===== config.mk =====
export PLATFORM = sky130hd
export DESIGN_NAME = epc_top
export DESIGN_NICKNAME = d
export VERILOG_FILES = /design/src/pkg/epc_pkg.sv /design/src/hdl/epc_scale.sv /design/src/hdl/epc_top.sv
export SDC_FILE = /design/constraint.sdc
export NUM_CORES = 2
export LEC_CHECK = 0
export BUFFER_PORTS_ARGS = -buffer_cell sky130_fd_sc_hd__buf_2
export CAP_MARGIN = 15
export CORE_ASPECT_RATIO = 1.25
export CORE_MARGIN = 4
export CORE_UTILIZATION = 58
export CTS_CLUSTER_SIZE = 20
export DETAILED_ROUTE_END_ITERATION = 8
export PLACE_DENSITY = 0.84
export SLEW_MARGIN = 10
export SYNTH_ARGS = -nofsm -noshare
export SYNTH_HDL_FRONTEND = slang
export SYNTH_SLANG_ARGS = --single-unit

===== constraint.sdc =====
create_clock -name core_clk -period 17.7 [get_ports core_clk]
set_clock_uncertainty 0.15 [all_clocks]
set_input_delay 1.77 -clock core_clk [delete_from_list [all_inputs] [get_ports core_clk]]
set_output_delay 1.77 -clock core_clk [all_outputs]
set_load 0.005 [all_outputs]

===== src/pkg/epc_pkg.sv =====
/*
  epc_pkg: constants, defaults and carrier types for the encoder position,
  velocity and parameter control block.
  Assumes a single 100 MHz core clock and synchronous active-high reset.
*/
package epc_pkg;
  // clock and sampling
  localparam int unsigned CLK_PERIOD_PS = 10_000;
  localparam int unsigned SAMPLE_PERIOD_NS = 1_000_000;
  localparam int unsigned SAMPLE_CYCLES = (SAMPLE_PERIOD_NS * 1000) / CLK_PERIOD_PS;

  // input register map (word offsets)
  localparam logic [1:0] POS_LOW_OFS = 2'h0;
  localparam logic [1:0] POS_HIGH_OFS = 2'h1;
  localparam logic [1:0] VEL_LOW_OFS = 2'h2;
  localparam logic [1:0] VEL_HIGH_OFS = 2'h3;

  // command word: apply-preset field position and transition codes
  localparam int unsigned PRESET_FIELD_LSB = 0;
  localparam logic [3:0] PRESET_ARM_CODE = 4'h2;
  localparam logic [3:0] PRESET_FIRE_CODE = 4'hD;

  // velocity format codes
  localparam logic [15:0] VEL_PER_SEC = 16'h1F04;
  localparam logic [15:0] VEL_PER_MS = 16'h1F05;
  localparam logic [15:0] VEL_PER_MIN = 16'h1F07;
  localparam logic [15:0] VEL_RPM = 16'h1F0F;
  localparam logic [31:0] MS_PER_SEC = 32'h0000_03E8;
  localparam logic [31:0] MS_PER_MIN = 32'h0000_EA60;

  // resolution
  localparam int unsigned NATIVE_FRAC_BITS = 16;
  localparam logic [16:0] NATIVE_CPR = 17'h1_0000;

  // address switches
  localparam logic [9:0] ADDR_SWITCH_DEFAULT = 10'h3E7;
  localparam logic [31:0] DEFAULT_NET_ADDR = 32'hC0A8_0032;

  // sign-of-life tolerance lower bound
  localparam logic [7:0] SOL_TOL_MIN = 8'h01;

  // factory defaults
  localparam logic DFLT_COMPAT = 1'b0;
  localparam logic DFLT_CLASS4 = 1'b1;
  localparam logic DFLT_DIR_CCW = 1'b0;
  localparam logic DFLT_SCALE_EN = 1'b0;
  localparam logic DFLT_PRESET1_EN = 1'b0;
  localparam logic DFLT_ALARM_CTRL = 1'b0;
  localparam logic [7:0] DFLT_SOL_TOL = 8'h01;
  localparam logic [16:0] DFLT_CPR = 17'h1_0000;
  localparam logic [31:0] DFLT_TMR = 32'h0000_0000;
  localparam logic [15:0] DFLT_VEL_FMT = 16'h1F04;
  localparam logic [31:0] DFLT_OFFSET = 32'h0000_0000;

  // parameter set
  typedef struct packed {
    logic compat_mode;
    logic class4_en;
    logic dir_ccw;
    logic scaling_enable_bit;
    logic preset1_en;
    logic alarm_ctrl;
    logic [7:0] sol_tolerance;
    logic [16:0] counts_per_revolution;
    logic [31:0] total_range_counts;
    logic [15:0] vel_format;
  } epc_cfg_s;

  localparam epc_cfg_s CFG_DEFAULT = '{
    compat_mode: DFLT_COMPAT, class4_en: DFLT_CLASS4, dir_ccw: DFLT_DIR_CCW,
    scaling_enable_bit: DFLT_SCALE_EN, preset1_en: DFLT_PRESET1_EN,
    alarm_ctrl: DFLT_ALARM_CTRL, sol_tolerance: DFLT_SOL_TOL,
    counts_per_revolution: DFLT_CPR, total_range_counts: DFLT_TMR,
    vel_format: DFLT_VEL_FMT};

  // controller command group
  typedef struct packed {
    logic [15:0] command_word;
    logic [31:0] preset_value;
    logic [1:0] preset_signal;
  } epc_cmd_s;
endpackage : epc_pkg


===== src/hdl/epc_scale.sv =====
/*
  epc_scale: converts native position (65,536 counts per turn) into
  counts at a programmed counts-per-revolution value.
  Assumes the caller registers the result; this module is combinational.
*/
`timescale 1ns/1ps
module epc_scale (
  // native position and scaling setting
  input wire logic [31:0] native_pos,
  input wire logic [16:0] counts_per_revolution,
  input wire logic scale_on,
  // result
  output logic [31:0] scaled_pos
);
  logic [15:0] turns;
  logic [15:0] frac;
  logic [32:0] turn_part;
  logic [32:0] frac_part;

  // whole turns times cpr plus the fractional turn, truncated toward zero
  always_comb begin
    turns = native_pos[31:16];
    frac = native_pos[15:0];
    turn_part = 33'(turns) * 33'(counts_per_revolution);
    frac_part = (33'(frac) * 33'(counts_per_revolution)) >> epc_pkg::NATIVE_FRAC_BITS;
    if (scale_on) begin
      scaled_pos = turn_part[31:0] + frac_part[31:0];
    end else begin
      scaled_pos = native_pos;
    end
  end
endmodule : epc_scale


===== src/hdl/epc_top.sv =====
/*
  epc_top: position and velocity reporting with parameter control for a
  networked absolute rotary encoder; serves the four input words.
  Assumes the sensor position, controller command and configuration writes
  are synchronous to core_clk; the word read port is combinational on addr.
*/
`timescale 1ns/1ps
module epc_top #(
  parameter int unsigned SAMPLE_CYCLES = epc_pkg::SAMPLE_CYCLES
) (
  // clock and reset
  input wire logic core_clk,
  input wire logic rst,
  // sensor
  input wire logic [31:0] native_pos,
  // configuration write
  input wire logic cfg_wr,
  input wire epc_pkg::epc_cfg_s cfg_in,
  // controller command words and sign of life
  input wire epc_pkg::epc_cmd_s cmd_in,
  input wire logic sol_fail,
  // alarm sources
  input wire logic comm_alarm,
  input wire logic encoder_fault,
  // address switches and stored address
  input wire logic [9:0] addr_switch,
  input wire logic [31:0] stored_addr,
  // input word read port
  input wire logic [1:0] rd_addr,
  output logic [15:0] rd_data,
  // status
  output epc_pkg::epc_cfg_s cfg_active,
  output logic handshake_skip,
  output logic alarm_out,
  output logic sol_error,
  output logic preset_done,
  output logic preset_reject,
  output logic [31:0] net_addr
);
  typedef struct packed {
    epc_pkg::epc_cfg_s cfg;
    logic [31:0] offset;
    logic [31:0] pos_word;
    logic [31:0] vel_word;
    logic [31:0] prev_scaled;
    logic [31:0] prev_native;
    logic [3:0] prev_field;
    logic [8:0] sol_cnt;
    logic sol_err;
    logic [31:0] tick_cnt;
    logic strap_done;
    logic addr_dflt;
    logic preset_ok;
    logic preset_bad;
    logic alarm;
  } epc_state_s;

  epc_state_s cur;
  epc_state_s next_cur;

  logic [31:0] dir_pos;
  logic [31:0] scaled_pos;
  logic scale_on;
  logic tick;
  logic fire;
  logic allowed;
  logic [31:0] delta;
  logic [31:0] native_delta;
  logic [63:0] rpm_wide;
  logic [8:0] sol_limit;

  // elaboration check: the sample divider needs at least two cycles
  if (SAMPLE_CYCLES < 2) begin : g_bad_period
    $error("epc_top: SAMPLE_CYCLES must be at least 2");
  end

  // one input word chosen from the latched pair registers
  function automatic logic [15:0] word_sel(input logic [1:0] a, input logic [31:0] p,
                                           input logic [31:0] v);
    case (a)
      epc_pkg::POS_LOW_OFS: word_sel = p[15:0];
      epc_pkg::POS_HIGH_OFS: word_sel = p[31:16];
      epc_pkg::VEL_LOW_OFS: word_sel = v[15:0];
      default: word_sel = v[31:16];
    endcase
  endfunction : word_sel

  // direction applied only with class 4; otherwise clockwise counts up
  assign dir_pos = (cur.cfg.class4_en && cur.cfg.dir_ccw) ? (32'h0 - native_pos)
                                                         : native_pos;
  assign scale_on = cur.cfg.class4_en && cur.cfg.scaling_enable_bit;

  epc_scale u_scale (
    .native_pos(dir_pos),
    .counts_per_revolution(cur.cfg.counts_per_revolution),
    .scale_on(scale_on),
    .scaled_pos(scaled_pos)
  );

  // sampling, preset, sign-of-life and strap logic
  always_comb begin
    next_cur = cur;
    next_cur.preset_ok = 1'b0;
    next_cur.preset_bad = 1'b0;
    tick = (cur.tick_cnt == 32'(SAMPLE_CYCLES - 1));
    delta = scaled_pos - cur.prev_scaled;
    native_delta = dir_pos - cur.prev_native;
    rpm_wide = ($signed(64'(signed'(native_delta))) * $signed(64'(epc_pkg::MS_PER_MIN)))
               >>> epc_pkg::NATIVE_FRAC_BITS;
    // strap caught once, on the first cycle after reset release
    if (!cur.strap_done) begin
      next_cur.strap_done = 1'b1;
      next_cur.addr_dflt = (addr_switch == epc_pkg::ADDR_SWITCH_DEFAULT);
    end
    if (cfg_wr) begin
      next_cur.cfg = cfg_in;
      if (cfg_in.sol_tolerance < epc_pkg::SOL_TOL_MIN) begin
        next_cur.cfg.sol_tolerance = epc_pkg::SOL_TOL_MIN;
      end
    end
    // divider and simultaneous capture of both words; halves never split
    next_cur.tick_cnt = tick ? 32'h0 : cur.tick_cnt + 32'h1;
    if (tick) begin
      next_cur.prev_scaled = scaled_pos;
      next_cur.prev_native = dir_pos;
      next_cur.pos_word = scaled_pos + cur.offset;
      case (cur.cfg.vel_format)
        epc_pkg::VEL_PER_MS: next_cur.vel_word = delta;
        epc_pkg::VEL_PER_MIN: next_cur.vel_word = 32'(delta * epc_pkg::MS_PER_MIN);
        epc_pkg::VEL_RPM: next_cur.vel_word = rpm_wide[31:0];
        default: next_cur.vel_word = 32'(delta * epc_pkg::MS_PER_SEC);
      endcase
    end
    // preset on the 0x2 to 0xD move of the apply-preset field
    next_cur.prev_field = cmd_in.command_word[epc_pkg::PRESET_FIELD_LSB +: 4];
    fire = (cur.prev_field == epc_pkg::PRESET_ARM_CODE) &&
           (cmd_in.command_word[epc_pkg::PRESET_FIELD_LSB +: 4] ==
            epc_pkg::PRESET_FIRE_CODE);
    allowed = cur.cfg.class4_en && (cmd_in.preset_signal != 2'h0 || cur.cfg.preset1_en) &&
              (cur.cfg.total_range_counts == 32'h0 ||
               cmd_in.preset_value <= cur.cfg.total_range_counts);
    if (fire) begin
      if (allowed) begin
        next_cur.offset = cmd_in.preset_value - scaled_pos;
        next_cur.preset_ok = 1'b1;
      end else begin
        next_cur.preset_bad = 1'b1;
      end
    end
    // sign-of-life: tolerance only counts in compatibility mode
    sol_limit = cur.cfg.compat_mode ? {1'b0, cur.cfg.sol_tolerance} : 9'h000;
    if (sol_fail && cur.sol_cnt != 9'h1FF) begin
      next_cur.sol_cnt = cur.sol_cnt + 9'h001;
    end
    if (next_cur.sol_cnt > sol_limit) begin
      next_cur.sol_err = 1'b1;
    end
    // alarm channel content
    next_cur.alarm = comm_alarm ||
                     (encoder_fault && (!cur.cfg.compat_mode || cur.cfg.alarm_ctrl));
  end

  // state register with factory defaults
  always_ff @(posedge core_clk) begin
    if (rst) begin
      cur <= '0;
      cur.cfg <= epc_pkg::CFG_DEFAULT;
      cur.offset <= epc_pkg::DFLT_OFFSET;
    end else begin
      cur <= next_cur;
    end
  end

  // outputs
  assign rd_data = word_sel(rd_addr, cur.pos_word, cur.vel_word);
  assign cfg_active = cur.cfg;
  assign handshake_skip = cur.cfg.compat_mode;
  assign alarm_out = cur.alarm;
  assign sol_error = cur.sol_err;
  assign preset_done = cur.preset_ok;
  assign preset_reject = cur.preset_bad;
  assign net_addr = cur.addr_dflt ? epc_pkg::DEFAULT_NET_ADDR : stored_addr;
endmodule : epc_top


== Word level (Yosys, flattened, before mapping) ==
Cells that the tools add are included.
Operators by class
  multiplexer cells: 10
  reductions and logical operators: 18
  $lt $le $gt $ge: 3
  multiply operators: 5
  bitwise operators: 1
  equality and inequality tests: 10
  $add $sub $neg: 8
Operator list (number)
  $mux 32: 3
  $pmux 32 s3: 1
  $sub 32x32->32: 3
  $eq 16x13->1 const B: 3
  $pmux 16 s3: 1
  $mul 32x12->43 const B: 1
  $mul 16x17->33: 1
  $add 32x1->32 const B: 1
  $add 32x17->32: 1
  $add 32x32->32: 1
  $eq 32x17->1 const B: 1
  $le 32x32->1: 1
  $logic_not 32->1: 1
  $mul 16x17->32: 1
  $mul 32x11->27 const B: 1
  $mul 32x7->29 const B: 1
  $sub 1x32->32 const A: 1
  $mux 8: 2
  $eq 10x10->1 const B: 1
  $add 9x1->9 const B: 1
  $gt 9x8->1: 1
  $mux 9: 1
  $ne 9x9->1 const B: 1
  $lt 8x1->1 const B: 1
  13 further kinds: 24
Word-level totals
  word-level logic and storage cells: 79
  output and inout bits: 132
  flip-flop bits (word level): 290
  input port bits: 211

== Depth between registers and ports, before layout ==
  depth in word-level cells: 8
  mapped depth: 78
  gate-level depth less buffers: 75

== By module ==
A second synthesis with hierarchy kept.
Second synthesis, totals
  cells, all modules: 6030
  area, all modules: 51946.1 µm²
Modules (own cells, without submodules)
  epc_top: instances 1, area each 33832.4 µm², seq. area each 5805.6 µm², cells an instance 3939
  epc_scale: instances 1, area each 18113.6 µm², seq. area each 0.0 µm², cells an instance 2091

== Worst setup path after synthesis ==
No wires, ideal clock.
  path kind: input -> register
  start point: input native_pos[0]
  end point: register cur[145] (netlist name)
  path buffers: 2
  setup time: 0.137 ns
  arrival time: 17.957 ns
  data required time: 17.413 ns
  path slack: -0.544 ns
  stages: 70
  cell sequence: clkbuf_1 inv_1 ha_1 nand2b_1 nor3_1 inv_1 o21ai_0 xor2_1 inv_1 buf_1 and2_1 fa_1 inv_1 fa_1 inv_1 fa_1 fa_1 fa_1 [34 not listed] xnor2_1 fa_1 inv_1 fa_1 fa_1 ha_1 a21o_1 a21o_1 a21oi_1 o21ai_0 a21oi_1 o21ai_0 and2_1 o311ai_0 a21oi_1 xor2_1 a221oi_1 a211oi_1
On the way
  word-level cells in the longest chain between the ends: 8
  elaborated cells between the ends (all ways): 12
  classes of those cells: add/sub (4); mul (5); mux (3)
Ends and longest elaborated chain
  start: declaration: line epc_top.sv:15  | input wire logic [31:0] native_pos,
  $sub 1x32->32 *: line epc_top.sv:89  | assign dir_pos = (cur.cfg.class4_en && cur.cfg.dir_ccw) ? (32'h0 - native_pos)
  $mux 32 *: line epc_top.sv:89
  named net dir_pos[10]: line epc_top.sv:61  | logic [31:0] dir_pos;
  $mul 16x17->33 *: line epc_scale.sv:25  | frac_part = (33'(frac) * 33'(counts_per_revolution)) >> epc_pkg::NATIVE_FRAC_BITS;
  $add 32x17->32 *: line epc_scale.sv:27  | scaled_pos = turn_part[31:0] + frac_part[31:0];
  $mux 32 *: line epc_scale.sv:26  | if (scale_on) begin
  named net scaled_pos[14]: line epc_top.sv:62  | logic [31:0] scaled_pos;
  $sub 32x32->32 *: line epc_top.sv:106  | delta = scaled_pos - cur.prev_scaled;
  $mul 32x7->29 or $mul 32x11->27 (tied branches): line epc_top.sv:131, epc_top.sv:129
  $pmux 32 s3 *: line epc_top.sv:127  | case (cur.cfg.vel_format)
  end signal: assignment: line epc_top.sv:170  | cur <= next_cur;
  end: declaration: line epc_top.sv:58  | epc_state_s cur;
The timed path passes the listed nets; every way through them passes the cells marked *.
A chain may end at the register's enable or synchronous reset.

== Worst setup path in the final report ==
  start point: input native_pos[2]
  end point: register cur[146] (netlist name)
On the way
  word-level cells in the longest chain between the ends: 8
  elaborated cells between the ends (all ways): 12
  classes of those cells: add/sub (4); mul (5); mux (3)
Ends and longest elaborated chain (line)
  $sub 1x32->32: epc_top.sv:89
  $mux 32 *: epc_top.sv:89
  $mul 16x17->32 or $mul 16x17->33 (tied branches): epc_scale.sv:24, epc_scale.sv:25
  $add 32x17->32: epc_scale.sv:27
  $mux 32 *: epc_scale.sv:26
  named net scaled_pos[19]: epc_top.sv:62
  $sub 32x32->32 *: epc_top.sv:106
  $mul 32x7->29 or $mul 32x11->27 (tied branches): epc_top.sv:131, epc_top.sv:129
  $pmux 32 s3 *: epc_top.sv:127
Marks and branches as above.

==> flow_summary.yaml <==
floorplan:
  io_pins: 343
  die_h_um: 341.3
  dieArea_um2: 93710
  start_util: 0.5879
  core_um2: 87660
  row_count: 121
  die_width_um: 274.6
setup_path:
  critPathKind: "input port to register"
  cpMostUsedCell: "fa_1"
  crit_fanout: 7
  cp.arrival_ns: 18.07
  worst_path_max_delay_cell: "fa_2"
  end_kind: "register"
  critPathLaunchType: "input port"
  reg2regPathDepth: 68
  cp.required_ns: 18.04
  cp_slowest_stage_delay_ns: 0.59
global_routing:
  grt_max_degree: 172
  top_usage_layer: "met2"
  grt_use_met2: 0.5663
  grt_use_total: 0.3294
  grt_first_pass_wirelength_um: 245100
  met1_usage: 0.3781
  antenna_found_initial: 12
  grt_pass1_vias: 47524
  grt_remaining_overflow: 0
  met3_usage: 0.05744
route:
  vias: 46066
  routed_wl_um: 163200
  first_pass_iters: 6
  via_per_inst: 5.840
  dr.first_iter.drc_count: 3646
  drc_errors: 0
  ant_nets: 0
  wl_per_cell_um: 20.69
job:
  drv_cap: 0
min_path:
  hold_depth: 2
  min_path_type: "register to register"
outcome:
  failed_checks: "negative setup slack"
  status: "complete, but fails checks"
clock_tree:
  cts_tree: "built"
  cts.clk_slew.worst_paths_ns: 0.06
  cts_root_buf: "clkbuf_16"
  cts_buffers: 35
  cts_sinks: 290
  clock_latency_ns: 0.58
  cts.path.max_buffers: 3
  h-tree-depth: 2
placed_design:
  io_buffer_count: 330
  preCtsSetupSlack_ns: -1.120
  postPlaceCellArea_um2: 57340
  gp_congestion: 1.025
  hpwl_um: 128200
sta:
  rsz0062_at_grt: "yes"
  post-route-min-period_ns: 17.72
  fin_crit_sh: 1.001
  hold_viol: 0
  finalSetupViolations: 1
  whs_ns: 0.3097
  max_freq_mhz: 56.42
  maxSlewHeadroom: 0.1466
  slew_viol_final: 0
  worst_slack_ns: -0.02466
  worst_pin_slew_ns: 1.279
finish:
  nNetsFinal: 8246
  area_growth_syn_to_layout_pct: 17.11
  layout-drive-gt1-share: 0.1864
  fin_util: 0.6884
  design_area_um2: 60350
synthesis:
  yosys.cell_count.top_type: "inv_1"
  yosysWarnings: 0
  synth-seq-cells: 290
  syn_area_um2: 51530
  synth_cell_types: 79
  synth_top_area_share: 0.2817
  synth_async_sr_flop_share: 0
  synth_area_leaders: "fa_1 (28%), ha_1 (15%), dfxtp_1 (11%), inv_1 (8.2%), nand2_1 (4.3%)"
  postSynthCellCount: 6062
  ys_seq_area_frac: 0.1127
  synth_nets: 7621
  avgSynthCellArea_um2: 8.501
  synth_top_cell_by_area: "fa_1"
  yosys_most_used_dff: "dfxtp_1"
  synth-edff-count: 0
  yosys-top-cells-count: "inv_1 (1130), fa_1 (725), ha_1 (623)"
-- cells by family after synthesis --
| family | Yosys count | share of synthesized area |
|---|---|---|
| buf+inv | 1443 | 0.1110 |
| flops | 290 | 0.1127 |
| compound gates | 924 | 0.1129 |
| xor+xnor | 327 | 0.05616 |
| mux | 112 | 0.02566 |
| simple gates | 1616 | 0.1483 |
| fa+ha+maj | 1350 | 0.4333 |
-- critical path: cells and delay by family --
kind / cells / cell delay, ns
adders and majority gates: 17 / 7.77
AOI/OAI and AO/OA: 16 / 2.88
and+or+nand+nor: 13 / 2.28
xor gates and xnor gates: 9 / 1.82
buffers and inverters: 13 / 1.52
-- registers in the layout (all words and copies together), names as in the netlist --
signal,flops
cur,207
cfg_active,78
alarm_out,1
handshake_skip,1
preset_done,1
preset_reject,1
sol_error,1
-- final timing paths --
path / startpoint / end / slack (ns)
worst min-delay path: cur[176] / cur[176] / 0.31
worst min register to register: cur[176] / cur[176] / 0.31
worst max-delay path: native_pos[2] / cur[146] / -0.02
worst max register to register: cfg_active[77] / cur[146] / 0.81
-- layout make-up --
cell class / count / area (µm²)
diodes: 8 / 20.02
clock buffers: 44 / 939.7
clock inverters: 18 / 229.0
fillers: 6331 / 27310
inverters: 1134 / 4267
multi-input cells: 4329 / 41520
flip-flops and latches: 290 / 5807
well taps: 1168 / 1461
repair buffers: 897 / 6108
-- per-layer routing --
layer,up-vias,part of all wire
met5,-,0.000080
met2,2337,0.48
met3,813,0.086
met1,22351,0.35
met4,2,0.082
li1,20563,-
-- metrics by stage --
stage / std cells / TNS [ns]
after global routing: 7885 / -2.426
after global placement: 7764 / -4.781
after floorplan: 6062 / -0.02186
final: 7888 / -0.02466
after CTS: 7833 / 0
after detailed placement: 7764 / -7.951
-- cells in the final DEF, fill, tap and decap left out, types with 18 or more instances in the layout --
cell | netlist | final
a21oi_2 | 0 | 33
ha_1 | 623 | 596
inv_1 | 1130 | 1101
xnor2_1 | 213 | 176
dfxtp_1 | 290 | 289
or3_1 | 24 | 20
nand2b_1 | 42 | 42
xor2_1 | 112 | 96
a211oi_1 | 74 | 70
and3_1 | 29 | 22
nor3_1 | 65 | 59
nor2b_1 | 67 | 67
mux2i_1 | 95 | 94
nand3_1 | 68 | 62
o21bai_1 | 28 | 27
a31oi_1 | 28 | 23
a21oi_1 | 330 | 295
buf_6 | 1 | 18
o21a_1 | 33 | 33
and2_1 | 258 | 253
clkbuf_16 | 0 | 35
inv_2 | 0 | 26
buf_2 | 1 | 326
ha_4 | 0 | 25
o21ai_2 | 0 | 18
nand4_1 | 37 | 37
o21ai_0 | 172 | 142
a21o_1 | 104 | 104
nand2_1 | 596 | 589
buf_4 | 79 | 540
nor2_1 | 361 | 354
fa_1 | 725 | 719
nor4_1 | 24 | 21
xnor2_2 | 0 | 29
-- repair_timing --
action / in CTS / in global routing
setup endpoints to repair: 8 / 12
pin swaps: 12 / 178
resized for setup: 37 / 263
setup buffers: 7 / 44
hold buffers: 0 / 0
Power is left out: the tool's default activity adds up to more than one toggle a clock period on the data nets, which glitch-free logic cannot reach.
